[src/ldp_pkg.sv]
package ldp_pkg;
    localparam int          NUM_CHANNELS    = 2;
    localparam int          CODE_W          = 10;
    localparam int          ADDR_W          = 8;
    localparam int          DATA_W          = 8;
    localparam int          DIV_CODE_W      = 3;
    localparam int          RATIO_W         = 8;
    localparam int          ACC_W           = 16;
    // master oscillator is synthesised from clk by a phase accumulator
    localparam int          CLK_FREQ_KHZ    = 20000;
    localparam int          OSC_FREQ_KHZ    = 10800;
    localparam logic [ACC_W-1:0] CLK_STEP   = ACC_W'(CLK_FREQ_KHZ);
    localparam logic [ACC_W-1:0] OSC_STEP   = ACC_W'(OSC_FREQ_KHZ);
    localparam logic [CODE_W-1:0] DUTY_LOAD_COUNT = 10'h3FE;

    localparam logic [ADDR_W-1:0] ADDR_SYS_CFG1  = 8'h00;
    localparam logic [ADDR_W-1:0] ADDR_STATUS_WORD_ONE   = 8'h01;
    localparam logic [ADDR_W-1:0] ADDR_STATUS_WORD_THREE   = 8'h03;
    localparam logic [ADDR_W-1:0] ADDR_DUTY_HI0  = 8'h04;
    localparam logic [ADDR_W-1:0] ADDR_DUTY_LO0  = 8'h05;
    localparam logic [ADDR_W-1:0] ADDR_CLK_DIV   = 8'h0C;
    localparam logic [ADDR_W-1:0] ADDR_IADJ_HI0  = 8'h10;
    localparam logic [ADDR_W-1:0] ADDR_IADJ_LO0  = 8'h11;
    localparam logic [ADDR_W-1:0] CH_ADDR_STRIDE = 8'h02;

    localparam int          CFG_INTSEL_LSB  = 0;
    localparam int          CFG_ENABLE_LSB  = 2;
    localparam int          CFG_SLEEP_BIT   = 7;
    localparam int          ST3_PC_BIT      = 0;
    localparam int          ST3_ABL_BIT     = 1;
    localparam int          HI_BITS         = 2;

    localparam logic [DATA_W-1:0] SYS_CFG1_RST = 8'h00;
    localparam logic [DATA_W-1:0] CLK_DIV_RST  = 8'h04;
    localparam logic [DATA_W-1:0] RD_ZERO      = 8'h00;

    // only code 5 is fixed; the remaining ratios are a plain spread
    function automatic logic [RATIO_W-1:0] ldp_div_ratio(input logic [DIV_CODE_W-1:0] code);
        case (code)
            3'h0:    ldp_div_ratio = 8'h01;
            3'h1:    ldp_div_ratio = 8'h02;
            3'h2:    ldp_div_ratio = 8'h04;
            3'h3:    ldp_div_ratio = 8'h08;
            3'h4:    ldp_div_ratio = 8'h10;
            3'h5:    ldp_div_ratio = 8'h18;
            3'h6:    ldp_div_ratio = 8'h20;
            default: ldp_div_ratio = 8'h40;
        endcase
    endfunction : ldp_div_ratio
endpackage : ldp_pkg

[src/ldp_tick_gen.sv]
module ldp_tick_gen (
    input  wire logic                           clk,
    input  wire logic                           rst,
    input  wire logic [ldp_pkg::DIV_CODE_W-1:0] div_code,
    output logic                                dim_tick
);
    import ldp_pkg::*;

    logic [ACC_W-1:0]   acc_reg;
    logic [ACC_W-1:0]   acc_sum;
    logic               osc_tick;
    logic [RATIO_W-1:0] div_cnt_reg;
    logic [RATIO_W-1:0] ratio;
    logic               div_wrap;

    // average rate of osc_tick is OSC_FREQ out of CLK_FREQ cycles
    assign acc_sum  = acc_reg + OSC_STEP;
    assign osc_tick = (acc_sum >= CLK_STEP);
    assign ratio    = ldp_div_ratio(div_code);
    assign div_wrap = (div_cnt_reg >= ratio - 8'h01);

    always_ff @(posedge clk or posedge rst) begin
        if (rst) begin
            acc_reg <= '0;
        end else begin
            acc_reg <= osc_tick ? acc_sum - CLK_STEP : acc_sum;
        end
    end

    always_ff @(posedge clk or posedge rst) begin
        if (rst) begin
            div_cnt_reg <= '0;
            dim_tick    <= 1'b0;
        end else begin
            dim_tick <= osc_tick && div_wrap;
            if (osc_tick) begin
                div_cnt_reg <= div_wrap ? '0 : div_cnt_reg + 8'h01;
            end
        end
    end
endmodule : ldp_tick_gen

[src/ldp_dim_channel.sv]
module ldp_dim_channel (
    input  wire logic                       clk,
    input  wire logic                       rst,
    input  wire logic                       dim_tick,
    input  wire logic [ldp_pkg::CODE_W-1:0] pending_duty,
    output logic                            dim_wave
);
    import ldp_pkg::*;

    logic [CODE_W-1:0] count_reg;
    logic [CODE_W-1:0] active_duty_reg;

    // counter free-runs 0..1023 and wraps by overflow
    always_ff @(posedge clk or posedge rst) begin
        if (rst) begin
            count_reg <= '0;
        end else if (dim_tick) begin
            count_reg <= count_reg + 10'h001;
        end
    end

    // late load keeps the running period intact
    always_ff @(posedge clk or posedge rst) begin
        if (rst) begin
            active_duty_reg <= '0;
        end else if (dim_tick && count_reg == DUTY_LOAD_COUNT) begin
            active_duty_reg <= pending_duty;
        end
    end

    always_ff @(posedge clk or posedge rst) begin
        if (rst) begin
            dim_wave <= 1'b0;
        end else begin
            dim_wave <= (count_reg < active_duty_reg);
        end
    end
endmodule : ldp_dim_channel

[src/ldp_dimming_top.sv]
// Summary of operation
// - each channel has free-running 10-bit dimming counter
// - internal dimming drives channel only when selected
// - duty is 10 bits across high/low bytes
// - only low-byte write updates pending duty
// - pending duty loads into compare at 1022
// - tick is oscillator over 3-bit-coded ratio
// - master oscillator runs at nominal 10.8 MHz
// - divider code 5 selects ratio 24
// - divider register at 0x0C, resets to 0x04
// - switch enable is external dim AND waveform
// - loop overvoltage above 3.2 V sets flag
// - channel stops on enable clear or dim low
// - per-channel 10-bit analog current code held, applied
// - run only while both bias supplies good
// - power-cycle flag set at power-up, loss of both bias supplies
// - reading status three clears power-cycle flag
// - sleep disconnects analog bias; low sets flag
// - analog bias low flag clears leaving sleep
module ldp_dimming_top #(
    parameter int NCH = ldp_pkg::NUM_CHANNELS
) (
    input  wire logic                       clk,
    input  wire logic                       rst,
    input  wire logic                       reg_wr,
    input  wire logic                       reg_rd,
    input  wire logic [ldp_pkg::ADDR_W-1:0] reg_addr,
    input  wire logic [ldp_pkg::DATA_W-1:0] reg_wdata,
    output logic      [ldp_pkg::DATA_W-1:0] reg_rdata,
    output logic                            reg_rvalid,
    input  wire logic [NCH-1:0]             external_dim_input,
    input  wire logic [NCH-1:0]             loop_over_threshold,
    input  wire logic                       digital_bias_supply_ok,
    input  wire logic                       analog_bias_supply_ok,
    output logic      [NCH-1:0]             switch_enable,
    output logic      [NCH*ldp_pkg::CODE_W-1:0] analog_current_code,
    output logic                            analog_bias_connect
);
    import ldp_pkg::*;

    function automatic logic hit(input logic [ADDR_W-1:0] addr,
                                 input logic [ADDR_W-1:0] target);
        hit = (addr == target);
    endfunction : hit

    function automatic logic [ADDR_W-1:0] ch_addr(input logic [ADDR_W-1:0] base,
                                                  input int              ch);
        ch_addr = base + ADDR_W'(ch) * CH_ADDR_STRIDE;
    endfunction : ch_addr

    logic [DATA_W-1:0]     sys_cfg1_reg;
    logic [DATA_W-1:0]     clk_div_reg;
    logic [HI_BITS-1:0]    duty_high_byte_reg [NCH];
    logic [DATA_W-1:0]     duty_low_byte_reg  [NCH];
    logic [CODE_W-1:0]     pending_duty_reg   [NCH];
    logic [HI_BITS-1:0]    iadj_high_reg      [NCH];
    logic [DATA_W-1:0]     iadj_low_reg       [NCH];
    logic [NCH-1:0]        loop_ov_flag_reg;
    logic [NCH-1:0]        loop_ov_flag_next;
    logic                  power_cycle_flag_reg;
    logic                  power_cycle_flag_next;
    logic                  analog_bias_low_flag_reg;
    logic                  analog_bias_low_flag_next;
    logic [DATA_W-1:0]     rd_mux;
    logic [NCH-1:0]        dim_wave;
    logic [NCH-1:0]        switch_enable_next;
    logic                  dim_tick;
    logic                  wr_cfg1;
    logic                  wr_div;
    logic                  rd_status_word_one;
    logic                  rd_status_word_three;
    logic                  sleep_mode;
    logic                  bias_ok;
    logic                  bias_lost;
    logic [NCH-1:0]        intsel;
    logic [NCH-1:0]        chan_enable;

    // register strobes
    assign wr_cfg1     = reg_wr && hit(reg_addr, ADDR_SYS_CFG1);
    assign wr_div      = reg_wr && hit(reg_addr, ADDR_CLK_DIV);
    assign rd_status_word_one  = reg_rd && hit(reg_addr, ADDR_STATUS_WORD_ONE);
    assign rd_status_word_three  = reg_rd && hit(reg_addr, ADDR_STATUS_WORD_THREE);

    // configuration fields
    assign sleep_mode  = sys_cfg1_reg[CFG_SLEEP_BIT];
    assign intsel      = sys_cfg1_reg[CFG_INTSEL_LSB +: NCH];
    assign chan_enable = sys_cfg1_reg[CFG_ENABLE_LSB +: NCH];

    // comparator hysteresis sits outside; these are plain levels here
    assign bias_ok     = digital_bias_supply_ok && analog_bias_supply_ok;
    assign bias_lost   = !digital_bias_supply_ok && !analog_bias_supply_ok;

    always_ff @(posedge clk or posedge rst) begin
        if (rst) begin
            sys_cfg1_reg <= SYS_CFG1_RST;
        end else if (wr_cfg1) begin
            sys_cfg1_reg <= reg_wdata;
        end
    end

    always_ff @(posedge clk or posedge rst) begin
        if (rst) begin
            clk_div_reg <= CLK_DIV_RST;
        end else if (wr_div) begin
            clk_div_reg <= reg_wdata;
        end
    end

    ldp_tick_gen u_tick_gen (
        .clk      (clk),
        .rst      (rst),
        .div_code (clk_div_reg[DIV_CODE_W-1:0]),
        .dim_tick (dim_tick)
    );

    genvar c;
    generate
        for (c = 0; c < NCH; c++) begin : g_ch
            logic wr_duty_hi;
            logic wr_duty_lo;
            logic wr_iadj_hi;
            logic wr_iadj_lo;
            logic gate_wave;

            assign wr_duty_hi = reg_wr && hit(reg_addr, ch_addr(ADDR_DUTY_HI0, c));
            assign wr_duty_lo = reg_wr && hit(reg_addr, ch_addr(ADDR_DUTY_LO0, c));
            assign wr_iadj_hi = reg_wr && hit(reg_addr, ch_addr(ADDR_IADJ_HI0, c));
            assign wr_iadj_lo = reg_wr && hit(reg_addr, ch_addr(ADDR_IADJ_LO0, c));
            // unselected channel follows the external dim level alone
            assign gate_wave  = intsel[c] ? dim_wave[c] : 1'b1;

            always_ff @(posedge clk or posedge rst) begin
                if (rst) begin
                    duty_high_byte_reg[c] <= '0;
                end else if (wr_duty_hi) begin
                    duty_high_byte_reg[c] <= reg_wdata[HI_BITS-1:0];
                end
            end

            always_ff @(posedge clk or posedge rst) begin
                if (rst) begin
                    duty_low_byte_reg[c] <= '0;
                end else if (wr_duty_lo) begin
                    duty_low_byte_reg[c] <= reg_wdata;
                end
            end

            // high byte alone never reaches the pending code
            always_ff @(posedge clk or posedge rst) begin
                if (rst) begin
                    pending_duty_reg[c] <= '0;
                end else if (wr_duty_lo) begin
                    pending_duty_reg[c] <= {duty_high_byte_reg[c], reg_wdata};
                end
            end

            always_ff @(posedge clk or posedge rst) begin
                if (rst) begin
                    iadj_high_reg[c] <= '0;
                end else if (wr_iadj_hi) begin
                    iadj_high_reg[c] <= reg_wdata[HI_BITS-1:0];
                end
            end

            // current code applies on either byte write, no staging
            always_ff @(posedge clk or posedge rst) begin
                if (rst) begin
                    iadj_low_reg[c] <= '0;
                end else if (wr_iadj_lo) begin
                    iadj_low_reg[c] <= reg_wdata;
                end
            end

            assign analog_current_code[c*CODE_W +: CODE_W] = {iadj_high_reg[c], iadj_low_reg[c]};

            ldp_dim_channel u_dim (
                .clk          (clk),
                .rst          (rst),
                .dim_tick     (dim_tick),
                .pending_duty (pending_duty_reg[c]),
                .dim_wave     (dim_wave[c])
            );

            // flag set wins over a read clear in the same cycle
            assign loop_ov_flag_next[c] = loop_over_threshold[c]
                                        || (loop_ov_flag_reg[c] && !rd_status_word_one);

            assign switch_enable_next[c] = chan_enable[c]
                                         && bias_ok && !sleep_mode
                                         && external_dim_input[c]
                                         && gate_wave;
        end
    endgenerate

    assign power_cycle_flag_next     = bias_lost || (power_cycle_flag_reg && !rd_status_word_three);
    assign analog_bias_low_flag_next = (sleep_mode && !analog_bias_supply_ok)
                                     || (analog_bias_low_flag_reg && sleep_mode);

    always_ff @(posedge clk or posedge rst) begin
        if (rst) begin
            loop_ov_flag_reg <= '0;
        end else begin
            loop_ov_flag_reg <= loop_ov_flag_next;
        end
    end

    // set at power-up so the host sees the bias history
    always_ff @(posedge clk or posedge rst) begin
        if (rst) begin
            power_cycle_flag_reg <= 1'b1;
        end else begin
            power_cycle_flag_reg <= power_cycle_flag_next;
        end
    end

    always_ff @(posedge clk or posedge rst) begin
        if (rst) begin
            analog_bias_low_flag_reg <= 1'b0;
        end else begin
            analog_bias_low_flag_reg <= analog_bias_low_flag_next;
        end
    end

    // enable gated by enable bit, bias, sleep, external dim and waveform, not by power-cycle flag; host ordering vs that flag is software's job
    always_ff @(posedge clk or posedge rst) begin
        if (rst) begin
            switch_enable <= '0;
        end else begin
            switch_enable <= switch_enable_next;
        end
    end

    always_ff @(posedge clk or posedge rst) begin
        if (rst) begin
            analog_bias_connect <= 1'b1;
        end else begin
            analog_bias_connect <= !sleep_mode;
        end
    end

    always_comb begin
        rd_mux = RD_ZERO;
        if (hit(reg_addr, ADDR_SYS_CFG1)) begin
            rd_mux = sys_cfg1_reg;
        end
        if (hit(reg_addr, ADDR_CLK_DIV)) begin
            rd_mux = clk_div_reg;
        end
        if (hit(reg_addr, ADDR_STATUS_WORD_ONE)) begin
            rd_mux[NCH-1:0] = loop_ov_flag_reg;
        end
        if (hit(reg_addr, ADDR_STATUS_WORD_THREE)) begin
            rd_mux[ST3_PC_BIT]  = power_cycle_flag_reg;
            rd_mux[ST3_ABL_BIT] = analog_bias_low_flag_reg;
        end
        for (int i = 0; i < NCH; i++) begin
            if (hit(reg_addr, ch_addr(ADDR_DUTY_HI0, i))) begin
                rd_mux[HI_BITS-1:0] = duty_high_byte_reg[i];
            end
            if (hit(reg_addr, ch_addr(ADDR_DUTY_LO0, i))) begin
                rd_mux = duty_low_byte_reg[i];
            end
        end

        for (int i = 0; i < NCH; i++) begin
            if (hit(reg_addr, ch_addr(ADDR_IADJ_HI0, i))) begin
                rd_mux[HI_BITS-1:0] = iadj_high_reg[i];
            end
            if (hit(reg_addr, ch_addr(ADDR_IADJ_LO0, i))) begin
                rd_mux = iadj_low_reg[i];
            end
        end
    end

    // read data held until the next read
    always_ff @(posedge clk or posedge rst) begin
        if (rst) begin
            reg_rdata <= RD_ZERO;
        end else if (reg_rd) begin
            reg_rdata <= rd_mux;
        end
    end

    // fixed one-cycle answer, no wait states
    always_ff @(posedge clk or posedge rst) begin
        if (rst) begin
            reg_rvalid <= 1'b0;
        end else begin
            reg_rvalid <= reg_rd;
        end
    end
endmodule : ldp_dimming_top

[config.mk]
export PLATFORM = sky130hd
export DESIGN_NAME = ldp_dimming_top
export DESIGN_NICKNAME = d
export VERILOG_FILES = /design/src/ldp_pkg.sv /design/src/ldp_tick_gen.sv /design/src/ldp_dim_channel.sv /design/src/ldp_dimming_top.sv
export SDC_FILE = /design/constraint.sdc
export NUM_CORES = 1
export LEC_CHECK = 0
export BUFFER_PORTS_ARGS = -buffer_cell sky130_fd_sc_hd__buf_2
export CAP_MARGIN = 20
export CORE_MARGIN = 5
export CORE_UTILIZATION = 50
export CTS_BUF_LIST = sky130_fd_sc_hd__clkbuf_8 sky130_fd_sc_hd__clkbuf_16
export CTS_CLUSTER_DIAMETER = 50
export DETAILED_ROUTE_END_ITERATION = 16
export GPL_ROUTABILITY_DRIVEN = 0
export HOLD_SLACK_MARGIN = 0.02
export PLACE_DENSITY = 0.71
export SLEW_MARGIN = 15
export SYNTH_ARGS = -nofsm -noshare
export SYNTH_HDL_FRONTEND = slang
export SYNTH_SLANG_ARGS = --single-unit
[constraint.sdc]
create_clock -name clk -period 4.7 [get_ports clk]
set_input_delay 0.705 -clock clk [delete_from_list [all_inputs] [get_ports clk]]
set_output_delay 0.705 -clock clk [all_outputs]
set_load 0.05 [all_outputs]
==> metrics.txt <==
status finished, final reports clean; via count 5345; Critical R2R Launch u_tick_gen.acc_reg[4]; row count 43; #FFs+latches synth 139; H-Tree Depth 4; HP Class in -> async; r2r worst-path depth 9; die area 16800 um2; highest net fanout along the worst path 21; CTS root buffer clkbuf_16; NumNets Final 774; ranking of synthesized cells by area dfrtp_1 48%, mux2_2 12%, ha_1 5.8%; drt first pass iters 5; multi-input logic area 3390 um2; Critical R2R Capture u_tick_gen.div_cnt_reg[0]; Longest Clk Path Bufs 2; clk sinks 139; post_cts resized 0; residual DRC count 0; CP most frequent cell inv_1; grt ovf 0; largest net degree at the start of global routing 115; pwr dens approximately 410 nW/um2; critical path class reg -> reg; Critical Path Max Stage Delay around 0.74 ns; library cells used by synthesis 60; Fmax achieved 0.308 GHz; Seq/Total Area, Yosys 0.487; DR iter-0 viols between 400 and 500; first-pass GRT wire length 27200 um; maxcap violations 0; Cell Area, Synth 7150 um2; CP Capture Point u_tick_gen.div_cnt_reg[0]; area taken by flip-flops and latches 3480 um2; CTS Hold Bufs 0; final setup vio count 0; Most used DFF post-synth dfrtp_1; DIE WIDTH 130 um; most common cell in the netlist dfrtp_1; Avg Cell Area, Syn 10.7 um2; Ports 58; syn nets 725; GRT busiest layer met2; Min Hold Slack 0.355 ns; initial core utilization 0.513; Buf/Inv on CP 2; setup TNS 0 ns; CTS Buf Count 17; Pins Over Slew Limit 0; EDFF count, synth 0; grt met3 use 0.0598; Post-CTS Setup Inserts 0; Slew headroom 0.369; CP Launch Type register; dpl hpwl 11500 um; clk_lat worst skew 0.43 ns; core outline area approximately 14000 um2; Vert. Die Dim about 130 um; CP startpoint u_tick_gen.acc_reg[4]; Tcrit/Tclk final 0.690; Least-Margin Pin Slew 0.940 ns; worst vdd rail ir drop 186 uV; # diodes 0; Via density 5.89; fillers 1153; CP arrival about 3.6 ns; worst clock skew 0.0127 ns; Final ANT Viol Nets 0; delay-heaviest family, CP compound AO/OA/AOI/OAI gates; CP Depth 9; CP Capture Type register; WL final 16300 um; Leak Pwr about 3.9 nW; most frequent cells after synthesis 136 x dfrtp_1, 74 x mux2_2, 51 x nand2_1; Critical Path Slowest Stage Cell a21oi_2; area grow syn2layout 14.4%; clk slew on worst S/H paths 0.06 ns; internal reg-to-reg setup slack 1.46 ns; final hold violations 0; CTS tree done; RSZ-0062 raised after global routing false; met1 Use GR 0.252; wire length per cell about 18 um; Cells after Synth between 600 and 700; Ys Warns 0; Synth area leader dfrtp_1; CP cell instances inv_1, ha_1, nand4b_1, a211oi_1, xnor2_1, inv_1, a21oi_2, nor2b_1, mux2_2; minimum clock period 3.24 ns; vias in the first global route 5494; initial antenna violation count 1; Post-synth ARST share 1.00; Synth top area share 0.476; GRT Util Overall 0.206; buffers added on ports 57; layout cells sized above 1 0.242; required time worst endpoint 5.01 ns; grt met2 use 0.350
metal layers:
layer  routed length, um  up-vias
li1                    -     2458
met1                6670     2674
met2                8180      173
met3                1070       38
met4                 407        2
met5                   7        -
power breakdown:
part	switching (mW)	internal, mW	total (mW)
Clock	0.520	0.832	1.35
Sequential	0.143	1.31	1.45
Combinational	0.297	0.247	0.545
kinds of logic after synthesis:
group / share of synthesized area
muxes: 0.140
xor gates and xnor gates: 0.0428
DFF: 0.487
and+or+nand+nor: 0.122
buffers and inverters: 0.0395
adders and majority gates: 0.0577
AOI/OAI and AO/OA: 0.111
per-stage QoR:
step / power (mW) / util / area [um2] / std cells / setup WS (ns)
2_1_floorplan: 1.85 / - / 7150 / 666 / 0.275
3_3_place_gp: 1.98 / 0.542 / 7560 / 875 / 1.65
3_5_place_dp: 2.01 / 0.542 / 7560 / 875 / 1.50
4_1_cts: 3.38 / 0.585 / 8160 / 907 / 1.48
5_1_grt: 3.52 / 0.587 / 8180 / 908 / 1.22
6_report: 3.35 / 0.587 / 8180 / 908 / 1.46
worst reg2reg max path: cells and delay by family, from the launching register on:
family | cells | cell delay (ns)
AOI/OAI and AO/OA | 2 | 1.08
xor gates and xnor gates | 1 | 0.27
adders and majority gates | 1 | 0.30
buffers and inverters | 2 | 0.22
DFF | 1 | 0.44
muxes | 1 | 0.31
and+or+nand+nor | 2 | 0.52
placed cells by master (no fill, tap or decap), types with 9 or more instances in the layout:
cell	synthesis	routed
nor3_1	9	9
a21oi_1	23	23
inv_1	41	41
mux2_2	74	74
clkbuf_16	0	17
ha_1	33	33
nor2_1	47	47
xor2_1	12	12
a21o_1	14	14
nand2_1	51	51
xnor2_1	23	23
nand3_1	17	17
mux2i_1	17	17
dfrtp_1	136	136
buf_2	7	57
o21ai_0	33	33
nand4_1	9	9
cell type report:
type	count	area share
clock buffers	17	0.0520
clock inverters	15	0.0214
inverters	41	0.0194
multi-input cells	456	0.414
flip-flops and latches	139	0.425
well taps	180	0.0275
repair buffers	60	0.0401
worst min-delay path by stage:
stage / startpoint / end / slack [ns] / cells after the start
5_1_grt: rst / sys_cfg1_reg[4] / 0.41 / 2
2_1_floorplan: sys_cfg1_reg[7] / analog_bias_connect / 0.40 / 1
3_5_place_dp: sys_cfg1_reg[7] / analog_bias_connect / 0.47 / 1
3_3_place_gp: sys_cfg1_reg[7] / analog_bias_connect / 0.46 / 1
4_1_cts: digital_bias_supply_ok / power_cycle_flag_reg / 0.44 / 2
6_report: rst / analog_current_code[4] / 0.36 / 2
No activity file was read; power rests on OpenSTA's default activity.
